===== src/core/sdc_seq_regs.vh =====
// register map, field positions, reset values and timing counts
`ifndef SDC_SEQ_REGS_VH
`define SDC_SEQ_REGS_VH

// register addresses
`define SDC_ADDR_MASK 8'h07
`define SDC_ADDR_TALLY 8'h08
`define SDC_ADDR_SLOT0 8'h09
`define SDC_ADDR_SLOT15 8'h18

// fault_report_mask fields
`define SDC_MASK_ROM_BIT 0
`define SDC_MASK_MAP_BIT 1
`define SDC_MASK_SUM_BIT 2
`define SDC_MASK_TALLY_BIT 22
`define SDC_MASK_RST 24'h000000
`define SDC_MASK_WMASK 24'h400007

// channel slot fields
`define SDC_SLOT_EN_BIT 23
`define SDC_SLOT_SETUP_HI 22
`define SDC_SLOT_SETUP_LO 20
`define SDC_SLOT0_RST 24'h800100
`define SDC_SLOTM_RST 24'h000100
`define SDC_SLOT0_WMASK 24'hFBFFFF
`define SDC_SLOTM_WMASK 24'hF3FFFF

// clock tally
`define SDC_TALLY_RST 8'h00
`define SDC_TALLY_DIV 8'd131

// fault clear lanes
`define SDC_FLT_SUM 0
`define SDC_FLT_MAP 1
`define SDC_FLT_ROM 2

// timing: system clock period and map check period, both in ns
`define SDC_CLK_PERIOD_NS 50
`define SDC_MAP_CHECK_NS 426600
`define SDC_MAP_CHECK_CYC (`SDC_MAP_CHECK_NS / `SDC_CLK_PERIOD_NS)

// map checksum
`define SDC_CRC_POLY 8'h07
`define SDC_CRC_SEED 8'hFF
`define SDC_MAP_WORDS 5'd17

`endif


===== src/core/sdc_crc8_word.v =====
// crc-8 folding of one register word, msb first
`timescale 1ns/1ns
`default_nettype none
`include "sdc_seq_regs.vh"

module sdc_crc8_word #(
  parameter W = 24
) (
  // running value in, word, updated value out
  input wire [7:0] crc_in,
  input wire [W-1:0] word,
  output reg [7:0] crc_out
);

  integer i;

  always @* begin
    crc_out = crc_in;
    for (i = W - 1; i >= 0; i = i - 1) begin
      if (crc_out[7] ^ word[i]) begin
        crc_out = {crc_out[6:0], 1'b0} ^ `SDC_CRC_POLY;
      end else begin
        crc_out = {crc_out[6:0], 1'b0};
      end
    end
  end

endmodule // sdc_crc8_word
`default_nettype wire


===== src/core/sdc_seq_core.v =====
// channel sequencer, clock tally and map integrity checks
`timescale 1ns/1ns
`default_nettype none
`include "sdc_seq_regs.vh"

module sdc_seq_core #(
  parameter MAP_CHECK_CYC = `SDC_MAP_CHECK_CYC
) (
  // clock and reset
  input wire clk,
  input wire srst,
  // register write port from the serial front end
  input wire reg_wr,
  input wire [7:0] reg_wr_addr,
  input wire [23:0] reg_wr_data,
  input wire reg_wr_sum_bad,
  // register read port
  input wire reg_rd,
  input wire [7:0] reg_rd_addr,
  output reg [23:0] reg_rd_data,
  output reg reg_rd_valid,
  // main clock pin
  input wire mclk_pin,
  // other writers of the map
  input wire cal_update,
  input wire single_seq_idle,
  input wire streaming_readout_off,
  // rom check engine
  output reg rom_check_start,
  input wire rom_check_done,
  input wire rom_check_bad,
  // converter
  input wire conv_done,
  output wire conv_run,
  output wire [3:0] conv_slot,
  output wire [2:0] conv_setup,
  output reg [3:0] status_slot_tag,
  // fault flags
  input wire [2:0] fault_clr,
  output reg serial_sum_fault,
  output reg map_integrity_fault,
  output reg rom_fault
);

  localparam MW_IDLE = 1'b0;
  localparam MW_WALK = 1'b1;

  // register storage
  reg [23:0] slot_cfg [0:15];
  reg [23:0] mask_reg;
  reg [7:0] osc_tick_tally;
  reg [7:0] tally_pre;

  // main clock synchroniser and edge
  reg mclk_s1;
  reg mclk_s2;
  reg mclk_s3;
  reg mclk_lvl;
  wire mclk_rise;

  // sequencer
  reg [3:0] seq_cur;
  wire [15:0] slot_on;
  wire seq_any;
  wire [3:0] seq_pick;

  // map walk
  reg mw_state;
  reg mw_ref;
  reg [4:0] mw_idx;
  reg [7:0] mw_crc;
  reg [7:0] map_ref;
  reg map_dirty;
  reg check_due;
  reg [15:0] period_cnt;
  wire [7:0] mw_crc_next;
  reg [23:0] mw_word;

  // misc
  reg rom_started;
  wire wr_ok;
  wire wr_slot;
  wire [3:0] wr_slot_idx;
  wire map_write;
  wire map_check_on;
  wire sum_check_on;
  wire rom_rep_on;
  wire osc_tick_tally_on;
  wire [7:0] slot_off;
  wire [7:0] rd_off;
  integer i;

  assign map_check_on = mask_reg[`SDC_MASK_MAP_BIT];
  assign sum_check_on = mask_reg[`SDC_MASK_SUM_BIT];
  assign rom_rep_on = mask_reg[`SDC_MASK_ROM_BIT];
  assign osc_tick_tally_on = mask_reg[`SDC_MASK_TALLY_BIT];

  // a write with a bad checksum is dropped while checking is on
  assign wr_ok = reg_wr && !(sum_check_on && reg_wr_sum_bad);
  assign slot_off = reg_wr_addr - `SDC_ADDR_SLOT0;
  assign wr_slot_idx = slot_off[3:0];
  assign wr_slot = (reg_wr_addr >= `SDC_ADDR_SLOT0) && (reg_wr_addr <= `SDC_ADDR_SLOT15);
  assign map_write = (wr_ok && (wr_slot || reg_wr_addr == `SDC_ADDR_MASK))
    || cal_update || single_seq_idle || streaming_readout_off;

  // slot registers and mask register
  always @(posedge clk) begin
    if (srst) begin
      slot_cfg[0] <= `SDC_SLOT0_RST;
      for (i = 1; i < 16; i = i + 1) begin
        slot_cfg[i] <= `SDC_SLOTM_RST;
      end
      mask_reg <= `SDC_MASK_RST;
    end else if (wr_ok) begin
      if (reg_wr_addr == `SDC_ADDR_MASK) begin
        mask_reg <= reg_wr_data & `SDC_MASK_WMASK;
      end else if (wr_slot) begin
        if (wr_slot_idx == 4'h0) begin
          slot_cfg[0] <= reg_wr_data & `SDC_SLOT0_WMASK;
        end else begin
          slot_cfg[wr_slot_idx] <= reg_wr_data & `SDC_SLOTM_WMASK;
        end
      end
    end
  end

  // register reads, answered one cycle later
  assign rd_off = reg_rd_addr - `SDC_ADDR_SLOT0;
  always @(posedge clk) begin
    if (srst) begin
      reg_rd_data <= 24'h000000;
      reg_rd_valid <= 1'b0;
    end else begin
      reg_rd_valid <= reg_rd;
      if (!reg_rd) begin
        reg_rd_data <= reg_rd_data;
      end else if (reg_rd_addr == `SDC_ADDR_MASK) begin
        reg_rd_data <= mask_reg;
      end else if (reg_rd_addr == `SDC_ADDR_TALLY) begin
        reg_rd_data <= {16'h0000, osc_tick_tally_on ? osc_tick_tally : 8'h00};
      end else if (reg_rd_addr >= `SDC_ADDR_SLOT0 && reg_rd_addr <= `SDC_ADDR_SLOT15) begin
        reg_rd_data <= slot_cfg[rd_off[3:0]];
      end else begin
        reg_rd_data <= 24'h000000;
      end
    end
  end

  // main clock pin: three flops, edge once second and third agree
  assign mclk_rise = (mclk_s2 == mclk_s3) && mclk_s3 && !mclk_lvl;
  always @(posedge clk) begin
    if (srst) begin
      mclk_s1 <= 1'b0;
      mclk_s2 <= 1'b0;
      mclk_s3 <= 1'b0;
      mclk_lvl <= 1'b0;
    end else begin
      mclk_s1 <= mclk_pin;
      mclk_s2 <= mclk_s1;
      mclk_s3 <= mclk_s2;
      if (mclk_s2 == mclk_s3) begin
        mclk_lvl <= mclk_s3;
      end
    end
  end

  // clock tally
  always @(posedge clk) begin
    if (srst) begin
      osc_tick_tally <= `SDC_TALLY_RST;
      tally_pre <= 8'h00;
    end else if (osc_tick_tally_on && mclk_rise) begin
      if (tally_pre == `SDC_TALLY_DIV - 8'd1) begin
        tally_pre <= 8'h00;
        osc_tick_tally <= osc_tick_tally + 8'd1;
      end else begin
        tally_pre <= tally_pre + 8'd1;
      end
    end
  end

  // sequencer
  genvar g;
  generate
    for (g = 0; g < 16; g = g + 1) begin : g_on
      assign slot_on[g] = slot_cfg[g][`SDC_SLOT_EN_BIT];
    end
  endgenerate

  sdc_slot_pick #(
    .N(16),
    .SW(4)
  ) u_pick (
    .slot_on(slot_on),
    .start(seq_cur),
    .any_on(seq_any),
    .pick(seq_pick)
  );

  assign conv_run = seq_any;
  assign conv_slot = seq_pick;
  // shared setup values are legal; the selector is a plain field
  assign conv_setup = slot_cfg[seq_pick][`SDC_SLOT_SETUP_HI:`SDC_SLOT_SETUP_LO];

  always @(posedge clk) begin
    if (srst) begin
      seq_cur <= 4'h0;
      status_slot_tag <= 4'h0;
    end else if (conv_done && seq_any) begin
      status_slot_tag <= seq_pick;
      seq_cur <= seq_pick + 4'h1;
    end
  end

  // map checksum walk over writable words only
  always @* begin
    if (mw_idx < 5'd16) begin
      mw_word = slot_cfg[mw_idx[3:0]];
    end else begin
      mw_word = mask_reg;
    end
  end

  sdc_crc8_word #(
    .W(24)
  ) u_crc (
    .crc_in(mw_crc),
    .word(mw_word),
    .crc_out(mw_crc_next)
  );

  // periodic check tick
  always @(posedge clk) begin
    if (srst) begin
      period_cnt <= 16'h0000;
    end else if (period_cnt == MAP_CHECK_CYC[15:0] - 16'h0001) begin
      period_cnt <= 16'h0000;
    end else begin
      period_cnt <= period_cnt + 16'h0001;
    end
  end

  always @(posedge clk) begin
    if (srst) begin
      mw_state <= MW_IDLE;
      mw_ref <= 1'b0;
      mw_idx <= 5'd0;
      mw_crc <= `SDC_CRC_SEED;
      map_ref <= 8'h00;
      map_dirty <= 1'b1;
      check_due <= 1'b0;
    end else begin
      if (period_cnt == MAP_CHECK_CYC[15:0] - 16'h0001) begin
        check_due <= 1'b1;
      end
      case (mw_state)
        MW_IDLE: begin
          mw_idx <= 5'd0;
          mw_crc <= `SDC_CRC_SEED;
          if (map_write) begin
            map_dirty <= 1'b1;
          end else if (map_dirty) begin
            mw_state <= MW_WALK;
            mw_ref <= 1'b1;
            map_dirty <= 1'b0;
          end else if (check_due) begin
            mw_state <= MW_WALK;
            mw_ref <= 1'b0;
            check_due <= 1'b0;
          end
        end
        MW_WALK: begin
          if (map_write) begin
            // contents moved under the walk; start over as a reference walk
            mw_state <= MW_IDLE;
            map_dirty <= 1'b1;
          end else if (mw_idx == `SDC_MAP_WORDS - 5'd1) begin
            mw_state <= MW_IDLE;
            if (mw_ref) begin
              map_ref <= mw_crc_next;
            end
          end else begin
            mw_idx <= mw_idx + 5'd1;
            mw_crc <= mw_crc_next;
          end
        end
        default: begin
          mw_state <= MW_IDLE;
        end
      endcase
    end
  end

  // rom check kick after reset release
  always @(posedge clk) begin
    if (srst) begin
      rom_started <= 1'b0;
      rom_check_start <= 1'b0;
    end else begin
      rom_started <= 1'b1;
      rom_check_start <= !rom_started;
    end
  end

  // sticky faults; a set in the clearing cycle wins
  always @(posedge clk) begin
    if (srst) begin
      serial_sum_fault <= 1'b0;
      map_integrity_fault <= 1'b0;
      rom_fault <= 1'b0;
    end else begin
      if (reg_wr && reg_wr_sum_bad && sum_check_on) begin
        serial_sum_fault <= 1'b1;
      end else if (fault_clr[`SDC_FLT_SUM]) begin
        serial_sum_fault <= 1'b0;
      end
      if (mw_state == MW_WALK && !mw_ref && !map_write && mw_idx == `SDC_MAP_WORDS - 5'd1
          && mw_crc_next != map_ref && map_check_on) begin
        map_integrity_fault <= 1'b1;
      end else if (fault_clr[`SDC_FLT_MAP]) begin
        map_integrity_fault <= 1'b0;
      end
      if (rom_check_done && rom_check_bad && rom_rep_on) begin
        rom_fault <= 1'b1;
      end else if (fault_clr[`SDC_FLT_ROM]) begin
        rom_fault <= 1'b0;
      end
    end
  end

endmodule // sdc_seq_core
`default_nettype wire


===== src/core/sdc_slot_pick.v =====
// first enabled slot at or after a start slot, wrapping upward
`timescale 1ns/1ns
`default_nettype none

module sdc_slot_pick #(
  parameter N = 16,
  parameter SW = 4
) (
  // enables and start point
  input wire [N-1:0] slot_on,
  input wire [SW-1:0] start,
  // result
  output reg any_on,
  output reg [SW-1:0] pick
);

  integer k;
  reg [SW-1:0] idx;

  always @* begin
    any_on = |slot_on;
    pick = start;
    idx = start;
    // descending scan so the nearest slot upward wins
    for (k = N - 1; k >= 0; k = k - 1) begin
      idx = start + k[SW-1:0];
      if (slot_on[idx]) begin
        pick = idx;
      end
    end
  end

endmodule // sdc_slot_pick
`default_nettype wire


===== config.mk =====
export PLATFORM = sky130hd
export DESIGN_NAME = sdc_seq_core
export DESIGN_NICKNAME = d
export VERILOG_FILES = /design/src/core/sdc_crc8_word.v /design/src/core/sdc_seq_core.v /design/src/core/sdc_slot_pick.v
export VERILOG_INCLUDE_DIRS = /design/src /design/src/core
export SDC_FILE = /design/constraint.sdc
export NUM_CORES = 1
export LEC_CHECK = 0
export ABC_AREA = 0
export BUFFER_PORTS_ARGS = -buffer_cell sky130_fd_sc_hd__clkbuf_2
export CAP_MARGIN = 20
export CORE_UTILIZATION = 35
export CTS_BUF_LIST = sky130_fd_sc_hd__clkbuf_4 sky130_fd_sc_hd__clkbuf_8 sky130_fd_sc_hd__clkbuf_16
export DETAILED_ROUTE_END_ITERATION = 8
export GPL_TIMING_DRIVEN = 1
export PLACE_DENSITY_LB_ADDON = 0.2
export SYNTH_ARGS = -nofsm -noshare
export SYNTH_HDL_FRONTEND = slang
export SYNTH_SLANG_ARGS = --single-unit

===== constraint.sdc =====
create_clock -name clk -period 15.25 [get_ports clk]
set_input_delay 0.7625 -clock clk [delete_from_list [all_inputs] [get_ports clk]]
set_output_delay 0.7625 -clock clk [all_outputs]
set_load 0.005 [all_outputs]

Word-level counts from Yosys, hierarchy flattened

Memory sizes are Yosys's and may differ from the RTL's. A register that Yosys moved wholly into a read port is not among the register bits.
Cells that the tools add are included.

Register bits: 103
RAM bits: 368
Logic and storage cells: 297
Output and inout bits: 41
Memories: 1

Order comparisons: 21
Add/sub/neg operators: 22
Reductions and logical operators: 40
Bitwise gates (word level): 51
Eq/ne operators: 11
Muxes and demuxes: 127

Memories:

| name     | words | bits a word | rd ports | clocked after memory_dff | wr ports | line              | RTL |
|---|---|---|---|---|---|---|---|
| slot_cfg | 16    | 23          | 19       | 1                        | 16       | sdc_seq_core.v:49 | `reg [23:0] slot_cfg [0:15];` |

Operators with widths:

| operator                | count |
|---|---|
| $mux W24                | 4 |
| $lt A4 B5 Y1 const B    | 16 |
| $mux W4                 | 19 |
| $mux W3                 | 24 |
| $not A3 Y3              | 24 |
| $bmux W1 S4             | 16 |
| $mux W1                 | 52 |
| $mux W23                | 2 |
| $add A4 B4 Y4 const B   | 8 |
| $mux W8                 | 4 |
| $xor A1 B1 Y1           | 24 |
| $reduce_or A23 Y1       | 1 |
| $logic_and A1 B1 Y1     | 18 |
| $add A16 B1 Y16 const B | 1 |
| $add A4 B3 Y4 const B   | 4 |
| $add A8 B1 Y8 const B   | 2 |
| $eq A16 B14 Y1 const B  | 1 |
| $eq A8 B3 Y1 const B    | 2 |
| $ge A8 B4 Y1 const B    | 2 |
| $le A8 B5 Y1 const B    | 2 |
| $pmux W8 S2             | 1 |
| $reduce_or A16 Y1       | 1 |
| $mux W5                 | 2 |
| $pmux W5 S2             | 1 |
| other kinds (23)        | 41 |

Logic depth before layout (Yosys ltp)

Gate-level depths: netlist of run 1.

Depth in word-level cells: 54
Depth in mapped cells: 20
Gate-level depth less buffers: 15

Cells and area by module

From an unflattened synthesis of run 1, not the netlist that was laid out.

Cells, all modules: 2116
Area total of the unflattened synthesis: 27157.3 um2

Modules (own cells, without submodules):

| module        | times used | area each (um2) | cells an instance |
|---|---|---|---|
| sdc_seq_core  | 1          | 23981.8         | 1785 |
| sdc_slot_pick | 1          | 2413.6          | 278 |
| sdc_crc8_word | 1          | 762.0           | 53 |

Worst setup path before layout of run 1

Ideal clock, no wire load.

Path type: register to output
From: register seq_cur[1]
To: output port conv_setup[1]
Cell stages (with the launch flop): 18
Required time: 14.488 ns
Path slack: 9.574 ns
Path buffers: 5
Arrival: 4.914 ns
Cell sequence: dfxtp_1 -> clkbuf_1 -> clkbuf_1 -> inv_1 -> ha_1 -> clkbuf_1 -> buf_2 -> mux4_1 -> mux4_2 -> nand2_1 -> o31ai_1 -> nor2b_1 -> or4_1 -> o211ai_4 -> buf_6 -> mux4_1 -> mux2i_1 -> mux2i_1

Cells in the longest elaborated chain, start to end: 20
Elaborated cells on any way between the ends: 64
Classes of those cells: add/sub: 15; mux: 48; memory: 1

RTL lines:

| element                       | line               | RTL |
|---|---|---|
| from (decl)                   | sdc_seq_core.v:62  | `reg [3:0] seq_cur;` |
| from (signal assigned)        | sdc_seq_core.v:211 | `seq_cur <= seq_pick + 4'h1;` |
| $add A4 B4 Y4                 | sdc_slot_pick.v:26 | `idx = start + k[SW-1:0];` |
| $bmux W1 S4                   | sdc_slot_pick.v:27 | `if (slot_on[idx]) begin` |
| $mux W1 (implied by the code) | sdc_slot_pick.v:27 |  |
| $mux W4 (15 in series)        | sdc_slot_pick.v:27 |  |
| $mux W4 (*)                   | sdc_slot_pick.v:27 |  |
| $mem_v2 Z16 W23 (*)           | n/a                |  |
| to (decl)                     | sdc_seq_core.v:36  | `output wire [2:0] conv_setup,` |

Every way passes the cells marked *; elsewhere a longest branch is shown, timed or not. The select of a mux whose other input is x is not followed.

Worst setup path after layout of run 1

From: register seq_cur[1]
To: output port conv_setup[0]

The elaborated chain is that of the path after synthesis.

==> results of run 1 <==
-- kinds of logic (layout without fill, tap and decap cells) --
family | count (synthesis) | in the layout | share of synthesized area, %
adder cells (fa/ha/maj) | 19 | 19 | 0.8870
AO/OA/AOI/OAI | 233 | 233 | 5.966
multiplexers | 338 | 338 | 22.67
XOR/XNOR | 124 | 124 | 4.841
AND/OR/NAND/NOR | 721 | 721 | 14.96
other | 1 | 3 | 0.01399
flip-flops | 459 | 459 | 47.43
buffers and inverters | 194 | 266 | 3.226
-- worst register-to-register path, stage by stage (launching register included) --
cell and delay (ns):
dfxtp_1 1.03, inv_1 0.45, ha_1 1.12, mux4_2 0.69, mux2i_1 0.35, mux2i_1 0.26, nor2b_1 0.31, nand2_1 0.08
or4_1 0.46, o211ai_4 0.67, inv_1 0.21, ha_1 0.25, xnor2_1 0.12, a21oi_1 0.16, nor2_1 0.05
-- per-stage QoR --
| step | hold WS [ns] | instance area, sq um | instances | setup WS [ns] |
|---|---|---|---|---|
| 3_3_place_gp | 0.3726 | 28320 | 3038 | 8.051 |
| 6_report | 0.3525 | 30110 | 3141 | 7.264 |
| 4_1_cts | 0.3333 | 30100 | 3138 | 7.261 |
| 2_1_floorplan | 0.3627 | 26800 | 2089 | 9.574 |
| 5_1_grt | 0.3632 | 30110 | 3140 | 6.783 |
| 3_5_place_dp | 0.3711 | 28320 | 3038 | 7.921 |
-- cell type report --
class / count / share of cell area (%)
diodes: 2 / 0.01662
clock buffers: 79 / 5.294
repair buffers: 137 / 2.664
inverters: 29 / 0.3615
well taps: 978 / 4.064
multi-input cells: 1436 / 44.74
clock inverters: 21 / 0.6067
flip-flops and latches: 459 / 42.25
-- layer usage --
metal / share of wire (%) / wire length, microns
met1: 41 / 35460
met5: 0.031 / 27
met4: 2.7 / 2284
met2: 49 / 42400
met3: 6.5 / 5586
-- path summary, 6_finish.rpt --
path              startpoint               to  slack [ns]
max               seq_cur[1]    conv_setup[0]        7.26
min          reg_wr_data[19]  slot_cfg[0][18]        0.35
max reg2reg       seq_cur[1]       seq_cur[2]        8.89
min reg2reg      rom_started  rom_check_start        0.38
-- cells in the mapped netlist (all sizes together) (15+ instances only) --
| cell type | n | area, sq um |
|---|---|---|
| nor3 | 20 | 100.1 |
| or3 | 21 | 131.4 |
| and2 | 340 | 2127 |
| inv | 27 | 101.4 |
| a211oi | 41 | 312.8 |
| xor2 | 52 | 470.5 |
| clkbuf | 115 | 431.7 |
| nand3 | 20 | 100.1 |
| a22oi | 18 | 135.1 |
| mux2i | 114 | 1141 |
| nor2b | 55 | 344.1 |
| dfxtp | 107 | 2142 |
| mux4 | 209 | 4767 |
| nand4 | 16 | 100.1 |
| xnor2 | 60 | 555.5 |
| a21oi | 69 | 345.3 |
| nand2b | 15 | 93.84 |
| o21ai | 35 | 175.2 |
| edfxtp | 352 | 10570 |
| ha | 19 | 237.7 |
| nor2 | 123 | 461.7 |
| mux2 | 15 | 168.9 |
| buf | 50 | 324.1 |
| nand2 | 68 | 255.2 |
-- power breakdown --
group          leakage [nW]  internal, mW  switching [mW]
clock network         0.906         0.761           0.543
logic                  5.33         0.493           0.641
registers              4.22          1.40          0.0440
==> results.cfg, run 1 <==
[critical_path]
cp_cell_sequence = inv_1, ha_1, mux4_2, mux2i_1, mux2i_1, nor2b_1, nand2_1, or4_1, o211ai_4, mux4_1, mux2i_1, mux2i_1, clkbuf_2
required_ns = 14.49
critical_path_depth = 13
crit_type = register to output pin
cp_data_arrival_time_ns = 7.22
crit_family = multiplexers
rr_worst_depth = 14
worst-path-buf-inv = 2
critPathLaunchType = register
crit_fanout = 23
endpoint_kind = output pin
cp_common_cell = mux2i_1
crit_slowest_cell = ha_1
slowest_delay_ns = 1.12

[cts]
cts_made_buffers = 53
clock_latency_ns = 0.63
clockBufferDepth = 3
cts_sinks = 459
root_buffer = clkbuf_16
hold_buffers = 0
cts_setup_buffers = 0
ctsHtreeMaxLevel = 2
cts_tree = yes
clk_pin_slew_worst_paths_ns = 0.05
cts_resized = 0

[synth]
syn_avg_cell_area_sq_um = 12.83
syn-num-nets = 2163
synth_enable_flop_cells = 352
synth_area_sq_um = 26800
yosysSeqAreaShare_pct = 47.43
synth_async_sr_flop_share_pct = 0
synth_cell_types = 81
ys.flop_type = edfxtp_1
synth_seq_cells = 459
yosysWarnings = 0
syn_inst = 2089

[place]
gp_congestion = 0.8509
portBuffers = 93
hpwl_microns = 54160

[route]
dr.pass1.iters = 5
routed-via-count = 17820
ant_nets = 0
wire_per_inst_microns = 27.30
via_per_inst = 5.674
routed_wl_microns = 85760
drt_iter0_drc = 1484
route.detailed.drc = 0

[pwr]
ir_drop_mv = 0.08502
leakage_nw = 10.45
powerDensity_nw_per_um2 = 129.0
total_power_mw = 3.885

[sta]
fmax_mhz = 125.2
slew-limit-headroom_pct = 21.62
setup_viol = 0
hold_violations = 0
period_minus_slack_ns = 7.986
skew_ns = 0.01952
setup-tns-final_ns = 0
rsz0062_at_grt = no
period_share_pct = 52.37
drv_slew = 0
max_slew.worst_pin.slew_ns = 1.168

[grt]
grt_pass1_wl_microns = 124400
top_usage_layer = met2
grt_use_met2_pct = 37.50
overflow = 0
grt_pass1_vias = 18080
grt_max_degree = 62
antenna_found_initial = 3
use_met1_pct = 28.76
met3_usage_pct = 3.330
globalRouteTotalUtil_pct = 21.99

[layout]
drive_gt1_share_pct = 23.14
final_nets = 2190
fillCellCount = 7135
final_common_cell = edfxtp_1
top_register = slot_cfg
utilization_pct = 39.71
ff_latch_area_sq_um = 12720
syn2layout_area_growth_pct = 12.35
largest_register_ff_count = 353
final_cell_mix = 352 x edfxtp_1, 340 x and2_1, 193 x mux4_2
top_regs = slot_cfg x353, reg_rd_data x23, period_cnt x16
multiInputGateArea_sq_um = 13470

[die]
fp-row-count = 101
start_util_pct = 35.35
die-area_sq_um = 77690
core_sq_um = 75820
io_pins = 96
die_x_microns = 278.7
die_h_microns = 278.7

[run_status]
outcome = finished clean

[worst_hold_path]
holdCritPathClass = input port to register
worstHoldPathCells = 3

[run]
maxCapViolCount = 0
(Power assumes the default switching activity.)
==> run 2, diff against run 1 <==
==> constraint.sdc (replaced) <==
create_clock -name clk -period 7.3 [get_ports clk]
set_input_delay 0.365 -clock clk [delete_from_list [all_inputs] [get_ports clk]]
set_output_delay 0.365 -clock clk [all_outputs]
set_load 0.005 [all_outputs]
==> run 2 against run 1 <==
  * Final cell count is essentially flat
  * Die area unchanged
  * Setup slack worse by 6.8 ns
  * Register-to-register slack worse by 7.2 ns
  * Routed wire length is 0.60% higher
  * First-iteration DRC count rose by 18%
  * Clock-buffer cell count decreased by 7
  * Final area increased by 0.20%
  * Combinational power is 110% higher
  * Via count is 0.79% higher
  * Clock power increased by 110%
  * Sequential cell count unchanged
==> results.cfg, run 2 (synthesis gave the netlist of run 1 again) <==
[cts]
clockBufferDepth = 3
ctsHtreeMaxLevel = 2
hold_buffers = 4
cts_made_buffers = 52
cts_resized = 0
cts_sinks = 459
clock_latency_ns = 0.62
root_buffer = clkbuf_16
cts_tree = yes
clk_pin_slew_worst_paths_ns = 0.06
cts_setup_buffers = 0

[die]
core_sq_um = 75820
die-area_sq_um = 77690
fp-row-count = 101
die_h_microns = 278.7
io_pins = 96
start_util_pct = 35.35
die_x_microns = 278.7

[sta]
setup_viol = 0
skew_ns = 0.02673
max_slew.worst_pin.slew_ns = 1.057
period_minus_slack_ns = 6.808
layout_setup_ws_ns = 0.4923
fmax_mhz = 146.9
hold_ws_ns = 0.1111
slew-limit-headroom_pct = 29.54
rsz0062_at_grt = no
period_share_pct = 93.26
hold_violations = 0
setup-tns-final_ns = 0
drv_slew = 0

[route]
drt_iter0_drc = 1753
via_per_inst = 5.713
wire_per_inst_microns = 27.44
routed_wl_microns = 86270
ant_nets = 0
routed-via-count = 17960
dr.pass1.iters = 5
route.detailed.drc = 0

[layout]
largest_register_ff_count = 353
top_register = slot_cfg
top_regs = slot_cfg x353, reg_rd_data x23, period_cnt x16
drive_gt1_share_pct = 22.85
final_cell_mix = 352 x edfxtp_1, 340 x and2_1, 193 x mux4_2
antenna_cells = 0
final_common_cell = edfxtp_1
syn2layout_area_growth_pct = 12.57
layout.cells.non_filler = 3144
final_nets = 2197
fillCellCount = 7075

[grt]
grt_pass1_vias = 18280
antenna_found_initial = 4
overflow = 0
globalRouteTotalUtil_pct = 22.20
grt_max_degree = 50
grt_pass1_wl_microns = 126400

[critical_path]
crit_fanout = 23
cp_common_cell = mux2i_1
r2r_setup_slack_ns = 1.65
required_ns = 6.93
cp_cell_sequence = buf_4, clkinv_1, ha_1, mux4_2, mux2i_1, mux2i_1, nor2b_1, nand2_1, or4_1, o211ai_4, mux4_1, mux2i_1, mux2i_1, clkbuf_2
critPathLaunchType = register
endpoint_kind = output pin
slowest_delay_ns = 1.04
cp_data_arrival_time_ns = 6.44
crit_type = register to output pin
crit_slowest_cell = ha_1

[place]
gp_congestion = 0.8685
hpwl_microns = 54440
place_ws_ns = 1.091
dp_cells = 3041
portBuffers = 93

[run]
maxCapViolCount = 0

[run_status]
outcome = finished clean

[pwr]
ir_drop_mv = 0.1764
powerDensity_nw_per_um2 = 267.7
total_power_mw = 8.077
leakage_nw = 10.46

[worst_hold_path]
holdCritPathClass = input port to register
run 2: cell count changes in the layout (fill, tap and decap cells not counted), moves of 3 or more:
cell,change
nor2_2,-4
clkbuf_16,-3
dlygate4sd3_1,+4
clkinv_2,-4
clkinv_1,+6
nor2_4,+4
run 2: stage by stage:
| stage | util (%) | instance area (sq um) |
|---|---|---|
| finish | 39.79 | 30170 |
| global placement | 37.43 | 28380 |
| floorplan | - | 26800 |
| CTS | 39.78 | 30160 |
| global route | 39.79 | 30170 |
| detailed placement | 37.43 | 28380 |
run 2: cell type report:
class / instances / area [sq um] / area share [%]
Multi-Input combinational cell: 1436 / 13490 / 44.72
Sequential cell: 459 / 12720 / 42.17
Clock buffer: 72 / 1483 / 4.914
Tap cell: 978 / 1224 / 4.056
Timing Repair Buffer: 145 / 884.6 / 2.932
Clock inverter: 25 / 256.5 / 0.8501
Inverter: 29 / 108.9 / 0.3608
run 2: worst paths after layout:
| kind | start | end | depth (start not counted) |
|---|---|---|---|
| max reg2reg | seq_cur[0] | seq_cur[2] | 15 |
| min | rom_check_done | rom_fault | 3 |
| max | seq_cur[0] | conv_setup[0] | 14 |
| min reg2reg | rom_started | rom_check_start | 1 |
run 2: where the power goes:
| part | internal, mW | switching [mW] | leakage, nW |
|---|---|---|---|
| combinational | 1.04 | 1.34 | 5.36 |
| clock | 1.57 | 1.11 | 0.876 |
| sequential | 2.93 | 0.0883 | 4.22 |
run 2: metal layers:
metal,global-route usage (%),routed length [microns]
met3,3.238,5125
met1,29.22,36620
met4,6.579,2393
met5,0,50
met2,37.82,42090
run 2: critical path: cells and delay by family, from the launching register on:
kind            cells  cell delay [ns]
mux                 6             2.28
fa+ha+maj           1             1.04
simple gates        3             0.82
buf+inv             3             0.75
compound gates      1             0.62
flops               1             0.31
==> run 3, diff against run 2 <==
--- a/config.mk
+++ b/config.mk
@@ -9,6 +9,7 @@
 export ABC_AREA = 0
 export BUFFER_PORTS_ARGS = -buffer_cell sky130_fd_sc_hd__clkbuf_2
 export CAP_MARGIN = 20
+export CORE_MARGIN = 2
 export CORE_UTILIZATION = 35
 export CTS_BUF_LIST = sky130_fd_sc_hd__clkbuf_4 sky130_fd_sc_hd__clkbuf_8 sky130_fd_sc_hd__clkbuf_16
 export DETAILED_ROUTE_END_ITERATION = 8
==> run 3 against run 2 <==
  * Register-to-register slack better by 0.30 ns
  * Hold slack worse by 0.070 ns
  * Final cell count unchanged
  * Sequential power about the same
  * Sequential cell count unchanged
  * Routed wire length up 0.80%
  * Critical path depth up 1
  * Setup slack better by 0.24 ns
  * Global-route usage down 0.11 points
  * Core utilization down 0.16 points
  * Final area down 0.39%
  * Largest cell class unchanged
  * Largest power group unchanged
==> results.cfg, run 3 (synthesis gave the netlist of run 1 again) <==
[run_status]
outcome = finished clean

[layout]
final_area_sq_um = 30050
drive_gt1_share_pct = 22.86
utilization_pct = 39.64
final_cell_mix = 352 x edfxtp_1, 340 x and2_1, 193 x mux4_2
final_common_cell = edfxtp_1
syn2layout_area_growth_pct = 12.13
top_regs = slot_cfg x353, reg_rd_data x23, period_cnt x16
fillCellCount = 7143
largest_register_ff_count = 353
final_nets = 2200
top_register = slot_cfg

[cts]
clockBufferDepth = 3
clock_latency_ns = 0.59
hold_buffers = 4
clk_pin_slew_worst_paths_ns = 0.06
cts_setup_buffers = 0
cts_sinks = 459
ctsHtreeMaxLevel = 2
cts_made_buffers = 51
root_buffer = clkbuf_16
cts_tree = yes
cts_resized = 0

[sta]
period_share_pct = 90.01
skew_ns = 0.01593
drv_slew = 0
setup_viol = 0
slew-limit-headroom_pct = 23.52
period_minus_slack_ns = 6.571
rsz0062_at_grt = no
layout_setup_ws_ns = 0.7289
hold_violations = 0
fmax_mhz = 152.2
max_slew.worst_pin.slew_ns = 1.139
setup-tns-final_ns = 0

[critical_path]
critPathLaunchType = register
endpoint_kind = output pin
crit_type = register to output pin
crit_slowest_cell = ha_1
crit_family = multiplexers
crit_fanout = 23
cp_data_arrival_time_ns = 6.21
worst-path-buf-inv = 4
slowest_delay_ns = 0.84
cp_cell_sequence = buf_4, clkinv_1, ha_1, mux4_2, mux2i_1, mux2i_1, nor2b_1, nand2_1, or4_1, o211ai_4, buf_4, mux4_2, mux2i_1, mux2i_1, clkbuf_2
required_ns = 6.93
cp_common_cell = mux2i_1

[die]
die_x_microns = 280.7
fp-row-count = 101
die_h_microns = 280.7
start_util_pct = 35.35
die-area_sq_um = 78810
core_sq_um = 75820
io_pins = 96

[place]
hpwl_microns = 53920
portBuffers = 93
placedInstanceArea_sq_um = 28400
place_ws_ns = 1.303
gp_congestion = 0.8554

[route]
dr.pass1.iters = 5
route.detailed.drc = 0
wire_per_inst_microns = 27.66
drt_iter0_drc = 1822
routed-via-count = 18200
via_per_inst = 5.789
routed_wl_microns = 86970
ant_nets = 0

[pwr]
powerDensity_nw_per_um2 = 264.8
leakage_nw = 10.43
ir_drop_mv = 0.1594

[grt]
grt_pass1_wl_microns = 126300
antenna_found_initial = 8
globalRouteTotalUtil_pct = 22.08
grt_pass1_vias = 18200
grt_max_degree = 60
overflow = 0

[worst_hold_path]
holdCritPathClass = input port to register

[run]
maxCapViolCount = 0
[run 3: changes by cell type in the layout (fill, tap and decap cells not counted), moves of 3 or more]
cell,delta
nor2_2,+3
bufinv_16,-3
clkbuf_4,-7
buf_4,+6
clkbuf_8,-3
clkinv_2,+9
nor2_4,-3
[run 3: final timing paths]
check | startpoint | endpoint | cells past startpoint | slack (ns)
worst min register to register | rom_started | rom_check_start | 1 | 0.38
worst min-delay path | fault_clr[0] | serial_sum_fault | 3 | 0.04
worst max-delay path | seq_cur[0] | conv_setup[0] | 15 | 0.73
worst max register to register | seq_cur[0] | seq_cur[2] | 15 | 1.95
[run 3: worst register-to-register path, cell delays in order, from the launching register on]
cell      delay (ns)
dfxtp_1         0.31
buf_4           0.32
clkinv_1        0.31
ha_1            0.84
mux4_2          0.67
mux2i_1         0.33
mux2i_1         0.29
nor2b_1         0.29
nand2_1         0.07
or4_1           0.46
o211ai_4        0.59
inv_1           0.19
ha_1            0.24
xnor2_1         0.12
a21oi_1         0.15
nor2_1          0.05
[run 3: power breakdown]
part / switching, mW / leakage, nW / internal (mW) / total, mW
Clock: 1.09 / 0.821 / 1.43 / 2.52
Combinational: 1.37 / 5.39 / 1.05 / 2.43
Sequential: 0.0764 / 4.22 / 2.93 / 3.01
Total: 2.54 / 10.4 / 5.42 / 7.96
[run 3: metrics by stage]
step / total power, mW / hold slack (ns) / std cells
2_1_floorplan: 4.773 / 0.3627 / 2089
3_3_place_gp: 5.446 / 0.3643 / 3047
3_5_place_dp: 5.480 / 0.3699 / 3047
4_1_cts: 8.000 / 0.01196 / 3143
5_1_grt: 8.294 / 0.04360 / 3143
6_report: 7.957 / 0.04058 / 3144
[run 3: metal layers]
| layer | track usage (%) | wire length, microns | up-vias |
|---|---|---|---|
| li1 | - | - | 7933 |
| met1 | 30.44 | 36750 | 9392 |
| met2 | 35.98 | 41110 | 740 |
| met3 | 3.508 | 6635 | 133 |
| met4 | 6.403 | 2445 | 4 |
| met5 | 0 | 23 | - |
[run 3: final cells by class]
| class | instances | area [sq um] | share of cell area, % |
|---|---|---|---|
| multi-input combinational | 1436 | 13470 | 44.83 |
| sequential | 459 | 12720 | 42.33 |
| clock buffer | 65 | 1446 | 4.813 |
| tap | 978 | 1224 | 4.072 |
| timing repair buffer | 149 | 917.1 | 3.052 |
| clock inverter | 27 | 161.4 | 0.5371 |
| inverter | 29 | 108.9 | 0.3622 |
| antenna | 1 | 2.502 | 0.008326 |
